<file path="src/sbp_defs.vh">
/*
 Constants of the basic flash parameter table store: command code,
 table placement, byte offsets, table contents and field positions.
 Assumes inclusion by bare name from the design files.
*/
`ifndef SBP_DEFS_VH
`define SBP_DEFS_VH

// ==========================================================
// Command and placement
`define SBP_CMD_READ_PARAM   8'h5A
`define SBP_TABLE_START      8'h30
`define SBP_TABLE_END        8'h53
`define SBP_ADDR_BYTES       3
`define SBP_DUMMY_BITS       8

// ==========================================================
// Byte offsets
`define SBP_OFS_ERASE_CFG    8'h30
`define SBP_OFS_ERASE4K_OP   8'h31
`define SBP_OFS_READ_MODES   8'h32
`define SBP_OFS_UNUSED_33    8'h33
`define SBP_OFS_DENS_0       8'h34
`define SBP_OFS_DENS_1       8'h35
`define SBP_OFS_DENS_2       8'h36
`define SBP_OFS_DENS_3       8'h37
`define SBP_OFS_Q144_WM      8'h38
`define SBP_OFS_Q144_OP      8'h39
`define SBP_OFS_Q114_WM      8'h3A
`define SBP_OFS_Q114_OP      8'h3B
`define SBP_OFS_D112_WM      8'h3C
`define SBP_OFS_D112_OP      8'h3D
`define SBP_OFS_D122_WM      8'h3E
`define SBP_OFS_D122_OP      8'h3F
`define SBP_OFS_ALL_RD       8'h40
`define SBP_OFS_D222_WM      8'h46
`define SBP_OFS_D222_OP      8'h47
`define SBP_OFS_Q444_WM      8'h4A
`define SBP_OFS_Q444_OP      8'h4B
`define SBP_OFS_SECT1_SIZE   8'h4C
`define SBP_OFS_SECT1_OP     8'h4D
`define SBP_OFS_SECT2_SIZE   8'h4E
`define SBP_OFS_SECT2_OP     8'h4F
`define SBP_OFS_SECT3_SIZE   8'h50
`define SBP_OFS_SECT3_OP     8'h51
`define SBP_OFS_SECT4_SIZE   8'h52
`define SBP_OFS_SECT4_OP     8'h53

// ==========================================================
// Fields of the first table byte
`define SBP_ERASE_SIZE_4K    2'h1
`define SBP_WRITE_GRAN_64B   1'h1
`define SBP_VOL_WEN_REQ      1'h0
`define SBP_VOL_WEN_OP_50    1'h0
`define SBP_FIRST_UNUSED     3'h7

// ==========================================================
// Wait-state and mode-bit fields (wait in [4:0], mode in [7:5])
`define SBP_WAIT_W           5
`define SBP_MODE_W           3
`define SBP_Q144_WAIT        5'h04
`define SBP_Q144_MODE        3'h2
`define SBP_Q114_WAIT        5'h08
`define SBP_Q114_MODE        3'h0
`define SBP_D112_WAIT        5'h08
`define SBP_D112_MODE        3'h0
`define SBP_D122_WAIT        5'h02
`define SBP_D122_MODE        3'h2
`define SBP_NONE_WAIT        5'h00
`define SBP_NONE_MODE        3'h0

// ==========================================================
// Byte values
`define SBP_VAL_ERASE4K_OP   8'h20
`define SBP_VAL_READ_MODES   8'hF1
`define SBP_VAL_Q144_OP      8'hEB
`define SBP_VAL_Q114_OP      8'h6B
`define SBP_VAL_D112_OP      8'h3B
`define SBP_VAL_D122_OP      8'hBB
`define SBP_VAL_ALL_RD       8'hEE
`define SBP_VAL_NO_OP        8'hFF
`define SBP_VAL_UNUSED       8'hFF
`define SBP_VAL_SECT1_SIZE   8'h0C
`define SBP_VAL_SECT1_OP     8'h20
`define SBP_VAL_SECT2_SIZE   8'h0F
`define SBP_VAL_SECT2_OP     8'h52
`define SBP_VAL_SECT3_SIZE   8'h10
`define SBP_VAL_SECT3_OP     8'hD8
`define SBP_VAL_SECT_ABSENT  8'h00
`define SBP_VAL_DENS_0       8'hFF
`define SBP_VAL_DENS_1       8'hFF
`define SBP_VAL_DENS_2       8'hFF
`define SBP_VAL_DENS_3       8'h00

`endif

</file>
<file path="src/sbp_param_store.v">
/*
 Serial front end of the basic parameter table store. Decodes the
 parameter-read command, a 3-byte address and eight dummy clocks, then
 shifts table bytes out MSB first while the address increments.
 Assumes mode 0 serial timing, a serial clock well below the core clock
 rate, and that all serial pins are asynchronous to i_core_clk.
 A deselect at any point drops back to command decoding; each sclk half
 period must span at least four core clocks for the synchronisers.
*/
// What this block does
// Parameter bytes are read with command 5AH over the serial interface.
// The basic parameter table starts at byte offset 30H.
// Offset 30H returns E5H; low two bits 01b mean 4 KB erase.
// Bit 2 of first byte reads 1: program granularity 64 bytes or more.
// Bits 3 and 4 of first byte read 0; opcode 50H enables volatile writes.
// Bits 7:5 of first byte always read 111b.
// Offset 32H returns F1H describing read modes and 3-byte addressing.
// Offsets 38H/39H return 44H and opcode EBH.
// Offsets 3AH/3BH return 08H and opcode 6BH.
// Offsets 3CH/3DH return 08H and opcode 3BH.
// Offsets 3EH/3FH return 42H and opcode BBH.
// Offset 40H returns EEH; 46H/4AH read 00H, 47H/4BH read FFH.
// Zero wait and mode fields mean that feature is unsupported.
// Offsets 4CH/4DH return size 0CH and opcode 20H.
// Offsets 4EH/4FH return size 0FH and opcode 52H.
// Offsets 50H/51H return size 10H and opcode D8H.
// Offsets 52H/53H return 00H and FFH: sector type 4 absent.
// Unused bytes return FFH; the address increments per byte read.
`timescale 1ns/1ps
`include "sbp_defs.vh"

module sbp_param_store #(
  parameter ADDR_W = 24                  // Width of the serial address
) (
  input  wire i_core_clk,                // Core clock, 10 MHz
  input  wire i_rst,                     // Asynchronous reset, active high
  input  wire i_sclk,                    // Serial clock from host
  input  wire i_cs_n,                    // Chip select, active low
  input  wire i_si,                      // Serial data in
  output wire o_so,                      // Serial data out
  output wire o_so_oe,                   // Serial data output enable
  output wire [7:0] o_table_start_pointer // Table start offset
);

  // ==========================================================
  // States
  localparam [4:0] ST_CMD   = 5'h01;
  localparam [4:0] ST_ADDR  = 5'h02;
  localparam [4:0] ST_DUMMY = 5'h04;
  localparam [4:0] ST_DATA  = 5'h08;
  localparam [4:0] ST_IDLE  = 5'h10;

  // Last bit index of each field; bit_cnt_ff is five bits, so ADDR_W <= 32
  localparam integer ADDR_LAST_I  = ADDR_W - 1;
  localparam integer DUMMY_LAST_I = `SBP_DUMMY_BITS - 1;
  localparam [4:0]   CMD_LAST     = 5'd7;
  localparam [4:0]   ADDR_LAST    = ADDR_LAST_I[4:0];
  localparam [4:0]   DUMMY_LAST   = DUMMY_LAST_I[4:0];
  localparam [4:0]   BYTE_LAST    = 5'd7;

  reg  [2:0]        sclk_sy_ff;
  reg  [1:0]        cs_sy_ff;
  reg  [1:0]        si_sy_ff;
  reg  [4:0]        state_ff;
  reg  [4:0]        nxt_state;
  reg  [4:0]        bit_cnt_ff;
  reg  [4:0]        nxt_bit_cnt;
  reg  [7:0]        cmd_ff;
  reg  [7:0]        nxt_cmd;
  reg  [ADDR_W-1:0] addr_ff;
  reg  [ADDR_W-1:0] nxt_addr;
  reg  [7:0]        shift_ff;
  reg  [7:0]        nxt_shift;
  reg               oe_ff;
  reg               nxt_oe;
  wire [7:0]        rom_data;
  wire              sclk_rise;
  wire              sclk_fall;
  wire              cs_act;
  wire [7:0]        rom_addr;
  wire [7:0]        cmd_next;
  wire              cmd_match;
  wire              byte_last;
  wire [ADDR_W-1:0] addr_inc;

  // ==========================================================
  // Pin synchronisers and edge detect on stage two and three
  always @(posedge i_core_clk or posedge i_rst) begin
    if (i_rst) begin
      sclk_sy_ff <= 3'h0;
      cs_sy_ff   <= 2'h3;
      si_sy_ff   <= 2'h0;
    end else begin
      sclk_sy_ff <= {sclk_sy_ff[1:0], i_sclk};
      cs_sy_ff   <= {cs_sy_ff[0], i_cs_n};
      si_sy_ff   <= {si_sy_ff[0], i_si};
    end
  end

  assign sclk_rise = sclk_sy_ff[1] & ~sclk_sy_ff[2];
  assign sclk_fall = ~sclk_sy_ff[1] & sclk_sy_ff[2];
  assign cs_act    = ~cs_sy_ff[1];
  // Out-of-range high address bits fall on unused bytes
  assign rom_addr  = (|addr_ff[ADDR_W-1:8]) ? 8'hFF : addr_ff[7:0];

  sbp_rom u_rom (
    .i_addr (rom_addr),
    .o_data (rom_data)
  );

  // ==========================================================
  // Field decode
  assign cmd_next  = {cmd_ff[6:0], si_sy_ff[1]};
  assign cmd_match = (cmd_next == `SBP_CMD_READ_PARAM);
  assign byte_last = (bit_cnt_ff == BYTE_LAST);
  assign addr_inc  = addr_ff + {{(ADDR_W-1){1'b0}}, 1'b1};

  // ==========================================================
  // Command sequencer
  always @* begin
    nxt_state   = state_ff;
    nxt_bit_cnt = bit_cnt_ff;
    nxt_cmd     = cmd_ff;
    nxt_addr    = addr_ff;
    nxt_shift   = shift_ff;
    nxt_oe      = oe_ff;
    if (!cs_act) begin
      nxt_state   = ST_CMD;
      nxt_bit_cnt = 5'h0;
      nxt_oe      = 1'b0;
    end else begin
      case (state_ff)
        ST_CMD: begin
          if (sclk_rise) begin
            nxt_cmd     = cmd_next;
            nxt_bit_cnt = bit_cnt_ff + 5'h1;
            if (bit_cnt_ff == CMD_LAST) begin
              nxt_bit_cnt = 5'h0;
              if (cmd_match)
                nxt_state = ST_ADDR;
              else
                nxt_state = ST_IDLE;
            end
          end
        end
        ST_ADDR: begin
          if (sclk_rise) begin
            nxt_addr    = {addr_ff[ADDR_W-2:0], si_sy_ff[1]};
            nxt_bit_cnt = bit_cnt_ff + 5'h1;
            if (bit_cnt_ff == ADDR_LAST) begin
              nxt_bit_cnt = 5'h0;
              nxt_state   = ST_DUMMY;
            end
          end
        end
        ST_DUMMY: begin
          if (sclk_rise) begin
            nxt_bit_cnt = bit_cnt_ff + 5'h1;
            if (bit_cnt_ff == DUMMY_LAST) begin
              nxt_bit_cnt = 5'h0;
              nxt_state   = ST_DATA;
              nxt_shift   = rom_data;
            end
          end
        end
        ST_DATA: begin
          if (sclk_fall) begin
            nxt_oe = 1'b1;
            if (oe_ff) begin
              nxt_shift   = {shift_ff[6:0], 1'b1};
              nxt_bit_cnt = bit_cnt_ff + 5'h1;
              if (byte_last) begin
                nxt_bit_cnt = 5'h0;
                nxt_shift   = rom_data;
              end
            end
          end
          if (sclk_rise && byte_last)
            nxt_addr = addr_inc;
        end
        ST_IDLE: nxt_state = ST_IDLE;
        default: nxt_state = ST_IDLE;
      endcase
    end
  end

  // ==========================================================
  // Sequencer and header registers
  always @(posedge i_core_clk or posedge i_rst) begin
    if (i_rst) begin
      state_ff   <= ST_CMD;
      bit_cnt_ff <= 5'h0;
      cmd_ff     <= 8'h00;
      addr_ff    <= {ADDR_W{1'b0}};
    end else begin
      state_ff   <= nxt_state;
      bit_cnt_ff <= nxt_bit_cnt;
      cmd_ff     <= nxt_cmd;
      addr_ff    <= nxt_addr;
    end
  end

  // ==========================================================
  // Read-out registers; the pin idles high and undriven out of reset
  always @(posedge i_core_clk or posedge i_rst) begin
    if (i_rst) begin
      shift_ff   <= 8'hFF;
      oe_ff      <= 1'b0;
    end else begin
      shift_ff   <= nxt_shift;
      oe_ff      <= nxt_oe;
    end
  end

  // ==========================================================
  // Outputs
  assign o_so    = shift_ff[7];
  assign o_so_oe = oe_ff;
  assign o_table_start_pointer = `SBP_TABLE_START;

endmodule // sbp_param_store

</file>
<file path="src/sbp_rom.v">
/*
 Combinational lookup of one byte of the basic parameter table.
 Assumes the caller presents a byte offset of the parameter space.
*/
`timescale 1ns/1ps
`include "sbp_defs.vh"

module sbp_rom (
  input  wire [7:0] i_addr,   // Byte offset in parameter space
  output reg  [7:0] o_data    // Table byte at that offset
);

  // ==========================================================
  // Packed wait-state and mode-bit byte
  function [7:0] sbp_wm;
    input [`SBP_WAIT_W-1:0] wait_n;
    input [`SBP_MODE_W-1:0] mode_n;
    begin
      sbp_wm = {mode_n, wait_n};
    end
  endfunction

  always @* begin
    case (i_addr)
      `SBP_OFS_ERASE_CFG : o_data = {`SBP_FIRST_UNUSED, `SBP_VOL_WEN_OP_50, `SBP_VOL_WEN_REQ,
                                     `SBP_WRITE_GRAN_64B, `SBP_ERASE_SIZE_4K};
      `SBP_OFS_ERASE4K_OP: o_data = `SBP_VAL_ERASE4K_OP;
      `SBP_OFS_READ_MODES: o_data = `SBP_VAL_READ_MODES;
      `SBP_OFS_DENS_0    : o_data = `SBP_VAL_DENS_0;
      `SBP_OFS_DENS_1    : o_data = `SBP_VAL_DENS_1;
      `SBP_OFS_DENS_2    : o_data = `SBP_VAL_DENS_2;
      `SBP_OFS_DENS_3    : o_data = `SBP_VAL_DENS_3;
      `SBP_OFS_Q144_WM   : o_data = sbp_wm(`SBP_Q144_WAIT, `SBP_Q144_MODE);
      `SBP_OFS_Q144_OP   : o_data = `SBP_VAL_Q144_OP;
      `SBP_OFS_Q114_WM   : o_data = sbp_wm(`SBP_Q114_WAIT, `SBP_Q114_MODE);
      `SBP_OFS_Q114_OP   : o_data = `SBP_VAL_Q114_OP;
      `SBP_OFS_D112_WM   : o_data = sbp_wm(`SBP_D112_WAIT, `SBP_D112_MODE);
      `SBP_OFS_D112_OP   : o_data = `SBP_VAL_D112_OP;
      `SBP_OFS_D122_WM   : o_data = sbp_wm(`SBP_D122_WAIT, `SBP_D122_MODE);
      `SBP_OFS_D122_OP   : o_data = `SBP_VAL_D122_OP;
      `SBP_OFS_ALL_RD    : o_data = `SBP_VAL_ALL_RD;
      `SBP_OFS_D222_WM   : o_data = sbp_wm(`SBP_NONE_WAIT, `SBP_NONE_MODE);
      `SBP_OFS_D222_OP   : o_data = `SBP_VAL_NO_OP;
      `SBP_OFS_Q444_WM   : o_data = sbp_wm(`SBP_NONE_WAIT, `SBP_NONE_MODE);
      `SBP_OFS_Q444_OP   : o_data = `SBP_VAL_NO_OP;
      `SBP_OFS_SECT1_SIZE: o_data = `SBP_VAL_SECT1_SIZE;
      `SBP_OFS_SECT1_OP  : o_data = `SBP_VAL_SECT1_OP;
      `SBP_OFS_SECT2_SIZE: o_data = `SBP_VAL_SECT2_SIZE;
      `SBP_OFS_SECT2_OP  : o_data = `SBP_VAL_SECT2_OP;
      `SBP_OFS_SECT3_SIZE: o_data = `SBP_VAL_SECT3_SIZE;
      `SBP_OFS_SECT3_OP  : o_data = `SBP_VAL_SECT3_OP;
      `SBP_OFS_SECT4_SIZE: o_data = `SBP_VAL_SECT_ABSENT;
      `SBP_OFS_SECT4_OP  : o_data = `SBP_VAL_NO_OP;
      default            : o_data = `SBP_VAL_UNUSED;
    endcase
  end

endmodule // sbp_rom

</file>
<file path="config.mk">
export PLATFORM = sky130hd
export DESIGN_NAME = sbp_param_store
export DESIGN_NICKNAME = d
export VERILOG_FILES = /design/src/sbp_param_store.v /design/src/sbp_rom.v
export VERILOG_INCLUDE_DIRS = /design/src
export SDC_FILE = /design/constraint.sdc
export NUM_CORES = 1
export LEC_CHECK = 0
export ABC_AREA = 1
export CAP_MARGIN = 20
export CORE_MARGIN = 2
export CORE_UTILIZATION = 50
export DETAILED_ROUTE_END_ITERATION = 6
export DONT_BUFFER_PORTS = 1
export GPL_TIMING_DRIVEN = 0
export PLACE_DENSITY_LB_ADDON = 0.1
export SYNTH_ARGS = -nofsm -noshare
export SYNTH_HDL_FRONTEND = slang
export SYNTH_HIERARCHICAL = 1
export SYNTH_SLANG_ARGS = --single-unit
</file>
<file path="constraint.sdc">
create_clock -name i_core_clk -period 3.5 [get_ports i_core_clk]
set_input_delay 0.7 -clock i_core_clk [delete_from_list [all_inputs] [get_ports i_core_clk]]
set_output_delay 0.7 -clock i_core_clk [all_outputs]
set_load 0.03 [all_outputs]
</file>
Word level (Yosys, flattened, before mapping)
Memory sizes are Yosys's and may differ from the RTL's.
Index checks and enable logic that the tools add are counted.
{"block": "totals", "latchBits": 0, "ram_bits": 0, "memories": 1, "wordCells": 85, "input_bits": 5, "register_bits": 57, "out_inout_bits": 10, "mem_bits_ro": 1024}
{"name": "(no name shown)", "words": 128, "word_bits": 8, "read_ports": 1, "rd_clocked_by_memory_dff": 0, "wr": 0, "line": "sbp_rom.v:24", "rtl": "case (i_addr)"}
{"block": "classes", "n_shift": 0, "n_eq_ne": 23, "n_mux": 31, "n_lt_le_gt_ge": 0, "mul": 0, "div_mod_pow": 0, "addsub": 2, "reduce_logical": 14, "n_bitwise": 5}
{"cell": "5-bit two-way mux", "count": 15}
{"cell": "8-bit two-way mux", "count": 7}
{"cell": "24-bit two-way mux", "count": 2}
{"cell": "24-bit one-hot mux with 2 select lines", "count": 1}
{"cell": "24-bit by 1-bit adder with 24-bit output (second input constant)", "count": 1}
{"cell": "3-bit inequality test (second input constant)", "count": 8}
{"cell": "5-bit one-hot mux with 4 select lines", "count": 1}
{"cell": "8-bit one-hot mux with 2 select lines", "count": 1}
{"cell": "16-bit OR reduction", "count": 1}
{"cell": "5-bit one-hot mux with 3 select lines", "count": 1}
{"cell": "2-bit inequality test (second input constant)", "count": 7}
{"cell": "5-bit by 3-bit equality test with 1-bit output (second input constant)", "count": 2}
{"cell": "8-bit by 7-bit equality test with 1-bit output (second input constant)", "count": 1}
{"cell": "2-bit nonzero test", "count": 4}
{"cell": "7-bit AND reduction", "count": 1}
{"cell": "6-bit AND reduction", "count": 1}
{"cell": "5-bit by 1-bit adder with 5-bit output (second input constant)", "count": 1}
{"cell": "5-bit by 1-bit equality test with 1-bit output (second input constant)", "count": 1}
{"cell": "5-bit by 2-bit equality test with 1-bit output (second input constant)", "count": 1}
{"cell": "5-bit by 4-bit equality test with 1-bit output (second input constant)", "count": 1}
{"cell": "5-bit equality test (second input constant)", "count": 1}
{"cell": "5-bit AND reduction", "count": 1}
{"cell": "4-bit AND reduction", "count": 1}
{"cell": "4-bit nonzero test", "count": 1}
{"cell": "other kinds (8)", "count": 13}

Depth between registers and ports, before layout
Gate-level depths: netlist of the first run.
An unclocked memory read counts as a cell.
{"block": "logic_depth", "ltp_word": 8, "depth_mapped": 18, "mapped_depth_nobuf": 18}

Hierarchy
The synthesis of the first run kept the hierarchy.
{"mod": "sbp_param_store", "area_each_um2": 3567.2, "seq_area_each_um2": 1440.1, "n_inst": 1, "cells_per_inst": 503}
{"mod": "sbp_rom", "area_each_um2": 638.1, "seq_area_each_um2": 0.0, "n_inst": 1, "cells_per_inst": 124}

Least setup slack after synthesis of the first run
No wires, ideal clock.
{"block": "synth_path", "path_kind": "flip-flop to flip-flop", "start": "reg addr_ff[12]", "end": "reg shift_ff[7]", "setup_time_ns": 0.076, "path_buffers": 0, "setup_slack_ns": 0.921, "t_required_ns": 3.424, "arrival_ns": 2.503, "stages_incl_launch_ff": 18, "period_less_slack_ns": 2.579, "cell_sequence": "dfrtp_1 > inv_1 > nand4_1 > nor4_2 > nand2_1 > inv_1 > ha_1 > nand2_1 > nand2_2 > o21ai_0 > nand2_1 > nand2_1 > nand2_1 > nand3_1 > nand2_1 > nand2_1 > nand3_1 > nand2_1"}
{"block": "synth_via", "elab_chain_cells": 8, "elab_cells_between_ends": 10, "classes_between": "8 x mux; 1 x reduce/logical; 1 x memory"}
{"element": "start, declared", "line": "sbp_param_store.v:70", "rtl": "reg [ADDR_W-1:0] addr_ff;"}
{"element": "start signal, assigned", "line": "sbp_param_store.v:194", "rtl": "addr_ff <= {ADDR_W{1'b0}};"}
{"element": "start signal, assigned", "line": "sbp_param_store.v:199", "rtl": "addr_ff <= nxt_addr;"}
{"element": "16-bit OR reduction *", "line": "sbp_param_store.v:104", "rtl": "assign rom_addr = (|addr_ff[ADDR_W-1:8]) ? 8'hFF : addr_ff[7:0];"}
{"element": "8-bit two-way mux *", "line": "sbp_param_store.v:104"}
{"element": "net rom_addr[0]", "line": "sbp_param_store.v:80", "rtl": "wire [7:0] rom_addr;"}
{"element": "memory read 128 x 8 bit *"}
{"element": "8-bit two-way mux *", "line": "sbp_rom.v:24"}
{"element": "net rom_data[7]", "line": "sbp_param_store.v:76", "rtl": "wire [7:0] rom_data;"}
{"element": "8-bit two-way mux", "line": "sbp_param_store.v:172", "rtl": "if (byte_last) begin"}
{"element": "8-bit two-way mux", "line": "sbp_param_store.v:169", "rtl": "if (oe_ff) begin"}
{"element": "8-bit two-way mux", "line": "sbp_param_store.v:167", "rtl": "if (sclk_fall) begin"}
{"element": "8-bit one-hot mux with 2 select lines *", "line": "sbp_param_store.v:132", "rtl": "case (state_ff)"}
{"element": "end signal, assigned", "line": "sbp_param_store.v:210", "rtl": "shift_ff <= nxt_shift;"}
{"element": "end, declared", "line": "sbp_param_store.v:72", "rtl": "reg [7:0] shift_ff;"}
The timed path passes the listed nets; every way through them passes the cells marked *. The select of a mux whose other input is x is not followed.
A chain may end at the register's enable or synchronous reset.

Worst setup path after layout of the first run
{"block": "layout_path", "start": "reg addr_ff[21]", "end": "reg shift_ff[7]"}
Same word-level chain as after synthesis.

==> summary by stage, run 1 <==
Status
The flow ran to the end, and the final reports show no timing, DRC or antenna violations.

Setup path
The critical path startpoint category is a register. The data arrival at the endpoint of the critical path is 3.29 ns. The critical path endpoint category is a register.

The kind of critical path is reg -> reg. The required time of the critical path is 3.78 ns. Among all stages on the critical path, the largest delay is contributed by sky130_fd_sc_hd__nor4_4. The signal on the critical path passes through inv_1 > nand4_1 > nor4_4 > nand2_1 > inv_1 > ha_1 > nand2_1 > nand2_2 > o21ai_0 > nand2_1 > nand2_1 > nand2_1 > nand3_1 > nand2_1 > nand2_1 > nand3_1 > nand2_1. Together, buffers and inverters on the worst path number 2. The largest stage delay on the critical path is 0.51 ns. In this design, the largest share of critical-path delay is due to simple AND/OR/NAND/NOR gates.

The largest fanout of any net on the critical path is 8. The most prevalent standard cell on the critical path is sky130_fd_sc_hd__nand2_1.

Logic synthesis
The average instance in the mapped netlist occupies 6.71 µm². The cell taking the most area after synthesis is sky130_fd_sc_hd__dfrtp_1. The number of warnings printed during yosys synthesis is 6. The synthesized instance count is 627.

By area the synthesized netlist is led by sky130_fd_sc_hd__dfrtp_1 (27%), sky130_fd_sc_hd__nand2_1 (19%), sky130_fd_sc_hd__nand3_1 (7.6%). The post-synthesis instance area is 0.00421 mm². Synthesis inferred 57 register bits. The share of the Yosys chip area taken by registers is 34.2%. The synthesized netlist contains 35 unique library cells. The fraction of post-synthesis cell area in the top cell type by area is 27.4%.

Job
Max-cap violations in this run came to 0.

Routing
The number of DRC violations after detailed routing is 0. The total vias in the final route is 3933. The count of nets left with antenna violations once routing finished came out at 0. The detailed router finished its first iteration with 185 violations. Dividing the detail-routed wire length by the instance count gives 12.8 µm. The overall routed net length is 9.65 mm. The first detailed-routing pass took 5 iterations. Dividing the detail-routed via count by the number of cells gives 5.21.

Clock tree
Counting the buffers created by CTS gives 9. The number of sinks handled by clock tree synthesis is 57. The longest clock path from root to sink contains 2 buffers. The master cell of the clock root buffer is sky130_fd_sc_hd__clkbuf_8.

The H-tree was split into 3 levels. Clock-pin slew was measured on the worst setup and hold paths at 0.07 ns. The clock latency on the worst-skew pair is 0.34 ns. The CTS tree is built. The number of buffers added for setup after CTS is 0.

Global route
The total congestion overflow after global routing is 0. The number of global-route vias before repair was 3593. The first global-routing pass estimated 16.6 mm of wire. The overall global routing resource usage is 22.9%.

The number of antenna violations at the first check in global routing is 0. Entering global routing, the biggest net connects 42 pins.

Die
The vertical extent of the die is 95.7 µm. Pin placement for this block handled 15 I/O pins. The effective utilization at floorplan is 51.4%. From left edge to right edge, the die measures 95.7 µm.

The die covers 0.00916 mm². The placeable core area is 0.00818 mm². The number of placement rows is 33.

Place
The count of buffers added on input and output ports is 0. The post-DP HPWL is 7.02 mm. Routability-driven placement finished with a final weighted congestion of 0.861. The number of cells in the design after placement is 739. The placed instances occupy a cell area of 0.00438 mm².

STA
Setup repair after global routing left no endpoint under its margin. The pin slew with the least headroom to its limit is 0.642 ns. The total negative setup slack is 0 ns. The shortest period the worst path allows is 3.02 ns. The worst-case headroom to the max-slew limit is 57.2%. The count of final hold-check violations is 0. Based on the critical path, the design can be clocked at up to 332 MHz. Across the routed clock network, the largest skew measured is 0.00436 ns.

The period utilization is 86.2%. Setup violations remaining at the end of the flow were counted as 0. The final number of max-transition violations came to 0.

Min path
The path type of the worst min-delay path is in -> async.

Layout
For this run, the share of the core covered by cells in the final layout is 56.1%. The most common cell after layout, fill and taps aside is sky130_fd_sc_hd__nand2_1. The final cell count without fillers is 755. The library cells used most frequently in the layout, excluding fill and tap cells, are sky130_fd_sc_hd__nand2_1 (216), sky130_fd_sc_hd__inv_1 (65), sky130_fd_sc_hd__nand3_1 (64). After routing the design area is 0.00459 mm². The area added between synthesis and finish is 9.13%. In the final layout, the share of cells above drive strength 1 is 14.6%.

At the end of the flow, the number of nets in the layout was 659. The repair_antennas step left the layout with diodes totalling 0.

Power and ir drop
The worst ir drop on vdd is 0.297 mV. The total power per unit cell area is 329 mW/mm². In this run the static leakage power is 2.31 nW.
-- kinds of logic after synthesis --
group           synth area share [%]
compound gates                  11.6
xor+xnor                       0.833
fa+ha+maj                       2.68
buf+inv                         10.5
flops                           34.2
mux                            0.506
other cells                    0.179
simple gates                    39.5
-- final timing paths --
| check | start | to | slack [ns] | cells after the start |
|---|---|---|---|---|
| worst max-delay path | addr_ff[21]$_DFFE_PP0P_ | shift_ff[7]$_DFFE_PP1P_ | 0.48 | 17 |
| worst min-delay path | i_rst | addr_ff[17]$_DFFE_PP0P_ | 0.23 | 1 |
| worst max register to register | addr_ff[21]$_DFFE_PP0P_ | shift_ff[7]$_DFFE_PP1P_ | 0.48 | 17 |
| worst min register to register | si_sy_ff[0]$_DFF_PP0_ | si_sy_ff[1]$_DFF_PP0_ | 0.36 | 0 |
| max in group asynchronous | i_rst | shift_ff[2]$_DFFE_PP1P_ | 2.65 | 2 |
| min in group i_core_clk | i_cs_n | cs_sy_ff[0]$_DFF_PP1_ | 0.35 | 0 |
-- layer usage --
layer  vias to the layer above  routed length (µm)  global-route usage, %
met3                        12                 305                   4.23
met4                         0                 106                   6.19
met2                        65                4490                   36.6
met5                         -                   0                      0
li1                       2036                   -                      -
met1                      1820                4750                   32.1
-- Yosys cell counts (all sizes together) --
library cell and number:
nand2 225, nand3 71, inv 70, nor2 54
dfrtp 46, o21ai 43, a21oi 41, buf 20
nand4 12, dfstp 11, ha 9, clkbuf 5
nor3 5, xor2 4, conb 2, nand3b 2
clkinv 1, mux2 1, mux2i 1, nor3b 1
nor4 1, o22ai 1, or2 1
-- what timing repair did --
| item | CTS | global route |
|---|---|---|
| endpoints found under the setup margin | 0 | 7 |
| gates resized for setup | 0 | 1 |
| hold buffers | 0 | 0 |
-- flip-flops by register name, indices dropped and copies added, names as in the netlist --
signal and count:
sclk_sy_ff 3, bit_cnt_ff 5, state_ff 5, cs_sy_ff 2, si_sy_ff 2, addr_ff 24
shift_ff 8, o_so_oe 1, cmd_ff 7
-- final cells by class --
class	count	area [µm²]
flip-flops and latches	57	1440
inverters	71	268
plain buffers	25	173
fillers	799	3590
well taps	105	131
clock buffers	9	124
repair buffers	1	20.0
multi-input cells	480	2360
clock inverters	7	77.6
-- report_power, final --
| part | internal (W) | switching [W] |
|---|---|---|
| combinational | 0.0000479 | 0.0000889 |
| sequential | 0.000705 | 0.0000325 |
| clock | 0.000334 | 0.000300 |
-- per-stage QoR --
step	hold slack (ns)	setup WS, ns	total power [W]
after global placement	0.334	0.326	0.000879
after floorplan	0.331	0.921	0.000855
after detailed placement	0.341	0.283	0.000887
after CTS	0.225	0.256	0.00153
after global routing	0.253	0.142	0.00158
final	0.229	0.484	0.00151
Note: power is estimated with default switching activity, not from simulation.
==> run 2, diff against run 1 <==
Settings changed: REMOVE_ABC_BUFFERS set to 1, SKIP_LAST_GASP set to 1.
==> run 2 against run 1 <==
- hold slack improved by 0.0074 ns
- clock power fell by 6.8%
- critical path type unchanged
- global-route usage fell by 0.80 points
- design area fell by 4.0%
- highest routed layer unchanged
- clock skew rose by 0.0061 ns
- sequential power barely moved
- setup slack improved by 0.0017 ns
- non-clock buffer count fell by 25
==> summary by stage, run 2 (same netlist as run 1, synthesis figures left out) <==
Status
The run finished with clean final reports.

Setup path
The worst register-to-register path ends at shift_ff[7]$_DFFE_PP1P_. The standard cell with the maximum stage delay on the critical path is sky130_fd_sc_hd__nor4_4. The beginning of the worst register-to-register path is addr_ff[12]$_DFFE_PP0P_. The reg-to-reg setup timing slack is 0.49 ns (about the same). The data arrival at the endpoint of the critical path was 3.29 ns (about the same). The critical path's top delay family is simple AND/OR/NAND/NOR gates. The largest stage delay on the critical path was 0.53 ns (+0.02 ns). The number of buffer and inverter instances along the worst setup path is 2 (unchanged). The cell depth of the worst flop-to-flop path came to 17 (unchanged). The worst setup path is launched from a register. The most prevalent standard cell on the critical path is sky130_fd_sc_hd__nand2_1. The critical path is of the reg -> reg type.

The signal on the critical path passes through inv_1 > nand4_1 > nor4_4 > nand2_1 > inv_1 > ha_1 > nand2_1 > nand2_2 > o21ai_0 > nand2_1 > nand2_1 > nand2_1 > nand3_1 > nand2_1 > nand2_1 > nand3_1 > nand2_1. The critical path endpoint category is a register. The required time of the critical path was 3.77 ns (about the same). The largest fanout of any net on the critical path is 8 (unchanged).

Clock tree
The CTS H-tree depth is 3 (unchanged). The number of sinks handled by clock tree synthesis is 57 (unchanged). The clock transition at the registers of the reported paths is 0.07 ns (about the same). The number of buffers added for setup after CTS is 0 (unchanged). The CTS tree is built. The count of hold-fix buffers inserted at cts is 0 (unchanged). The number of gates given a new drive strength after cts is 0 (unchanged). The clock latency on the worst-skew pair was 0.35 ns (about the same).

The clock buffer count from CTS is 9 (unchanged). The maximum buffer depth of the clock tree was 2 (unchanged). In this run the clock root is driven by a sky130_fd_sc_hd__clkbuf_8.

Power and ir drop
The power share of the combinational group came to 8.7% (-0.4 points). The total power per unit cell area is 330 mW/mm² (+0.58%). The share of total power in the clock network was 40.6% (-1.4 points).

The net load switching power is 0.000397 W (-5.8%). The static leakage was 2.20 nW (-4.8%). The overall power consumption is 0.00146 W (-3.4%).

The relative contribution of sequential cells to total power is 50.7% (+1.8 points). The switching share of total power was 27.2% (-0.69 points). The worst ir drop on vdd came to 0.196 mV (-34%). The internal cell power is 0.00106 W (-2.5%).

STA
The fmax is 332 MHz (about the same). The total negative setup slack came to 0 ns (unchanged). The slack of the critical path is 0.486 ns (+0.00175 ns).

The worst-case headroom to the max-slew limit was 45.3% (-12 points). Setup repair after global routing left no endpoint under its margin. The count of endpoints failing setup in the final report is 0 (unchanged). The shortest period the worst path allows is 3.01 ns (-0.00175 ns).

The pin slew with the least headroom to its limit was 0.820 ns (+0.177 ns). The period utilization is 86.1% (about the same). The count of final hold-check violations is 0 (unchanged). The final number of max-transition violations is 0 (unchanged). The maximum clock skew at final layout is 0.0104 ns (+0.00606 ns).

Routing
The wire length on met1 is 4.40 mm (-7.4%). The met2 wirelength from detailed routing is 4.27 mm (-5.0%). The first-pass detailed-route iteration total came to 5 (unchanged). The total met3 wirelength after detailed routing is 348 µm (+14%). The number of DRC markers in iteration 0 was 198 (+7.0%). The total vias in the final route is 3837 (-2.4%).

The number of DRC violations after detailed routing is 0 (unchanged). The post-detailed-route wirelength per cell is 12.5 µm (-2.2%). The overall routed net length came to 9.12 mm (-5.5%). The remaining antenna violation count is 0 (unchanged). In this run the top signal layer used is met4. The mean number of vias per cell came to 5.26 (+0.90%).

Layout
The number of filler cells placed in the layout is 803 (+0.50%). The most common cell after layout, fill and taps aside is sky130_fd_sc_hd__nand2_1. The area added between synthesis and finish is 4.79%. The final cell count without fillers is 730 (-3.3%). In the final layout, the registers with the most flip-flops are addr_ff: 24 flops, shift_ff: 8 flops, cmd_ff: 7 flops. The final-stage net count was 634 (-3.8%). The number of antenna cells inserted is 0 (unchanged). The share of cells above drive strength 1 came to 12.0% (-2.6 points). The largest register by flop count is addr_ff. In the layout the commonest cells are sky130_fd_sc_hd__nand2_1 (216), sky130_fd_sc_hd__inv_1 (65), sky130_fd_sc_hd__nand3_1 (64). The number of flip-flops under the largest register name was 24 (unchanged).

Global route
The number of antenna violations at the first check in global routing was 0 (unchanged). The maximum number of pins on one net before global-route repair is 39 (-7.1%). The number of global-route vias before repair is 3551 (-1.2%).

The total congestion overflow after global routing is 0 (unchanged). The wire length of the first global-routing pass is 16.1 mm (-2.8%). The overall global routing resource usage was 22.1% (-0.80 points).

Min path
The worst hold path belongs to the class in -> async.

Place
The post-DP HPWL is 6.44 mm (-8.3%). The final weighted congestion of routability-driven global placement is 0.900 (+4.5%). The number of port buffers was 0 (unchanged). The setup slack after placement was 0.280 ns (-0.00282 ns).

The number of cells in the design after placement came to 714 (-3.4%).

Die
The vertical extent of the die is 95.7 µm (unchanged). The effective utilization at floorplan is 51.4% (unchanged). The area enclosed by the die boundary is 0.00916 mm² (unchanged). The placeable core area is 0.00818 mm² (unchanged). The number of placement rows is 33 (unchanged). The number of ports placed on the die boundary is 15 (unchanged). The die width is 95.7 µm (unchanged).

Job
The max-capacitance violation count was 0 (unchanged).
==> run 2: cell types whose count changed in the layout (fill, tap and decap cells not counted) <==
cell | previous run | this run
sky130_fd_sc_hd__clkbuf_8 | 9 | 12
sky130_fd_sc_hd__buf_4 | 9 | 0
sky130_fd_sc_hd__bufinv_16 | 1 | 0
sky130_fd_sc_hd__clkinv_2 | 2 | 3
sky130_fd_sc_hd__clkinv_4 | 2 | 1
sky130_fd_sc_hd__buf_2 | 6 | 0
sky130_fd_sc_hd__clkbuf_1 | 5 | 0
sky130_fd_sc_hd__buf_6 | 5 | 0
sky130_fd_sc_hd__inv_6 | 2 | 0
==> run 2: power groups by stage <==
stage / clock, W / sequential [W] / combinational (W)
floorplan: 0 / 0.000742 / 0.000105
global placement: 0 / 0.000749 / 0.000123
detailed placement: 0 / 0.000750 / 0.000128
CTS: 0.000613 / 0.000738 / 0.000129
global route: 0.000638 / 0.000743 / 0.000147
finish: 0.000591 / 0.000738 / 0.000126
==> run 2: worst max path at each step <==
stage	end	from	cells after the start	slack, ns
detailed placement	shift_ff[7]$_DFFE_PP1P_	addr_ff[17]$_DFFE_PP0P_	17	0.28
CTS	shift_ff[7]$_DFFE_PP1P_	addr_ff[17]$_DFFE_PP0P_	17	0.25
global route	shift_ff[7]$_DFFE_PP1P_	addr_ff[12]$_DFFE_PP0P_	17	0.09
global placement	shift_ff[7]$_DFFE_PP1P_	addr_ff[12]$_DFFE_PP0P_	17	0.31
finish	shift_ff[7]$_DFFE_PP1P_	addr_ff[12]$_DFFE_PP0P_	17	0.49
floorplan	shift_ff[7]$_DFFE_PP1P_	addr_ff[12]$_DFFE_PP0P_	17	0.87
==> run 2: metal layers <==
layer | up-vias | global-route usage (%)
met2 | 74 | 36.3
met4 | 0 | 6.07
met1 | 1776 | 29.6
met5 | - | 0
li1 | 1977 | -
met3 | 10 | 4.78
==> run 2: stage by stage <==
| stage | hold slack [ns] | instance area, µm² | utilization, % |
|---|---|---|---|
| finish | 0.237 | 4410 | 53.9 |
| detailed placement | 0.338 | 4210 | 51.5 |
| floorplan | 0.331 | 4060 | - |
| CTS | 0.236 | 4400 | 53.8 |
| global route | 0.257 | 4410 | 53.9 |
| global placement | 0.336 | 4190 | 51.2 |
==> run 2: cell type report <==
cell class                 count  area (µm²)  area share (%)
inverter                      71         268            6.08
clock buffer                  12         165            3.75
timing repair buffer           1        20.0           0.454
multi-input combinational    480        2360            53.5
tap                          105         131            2.98
clock inverter                 4        26.3           0.596
sequential                    57        1440            32.7
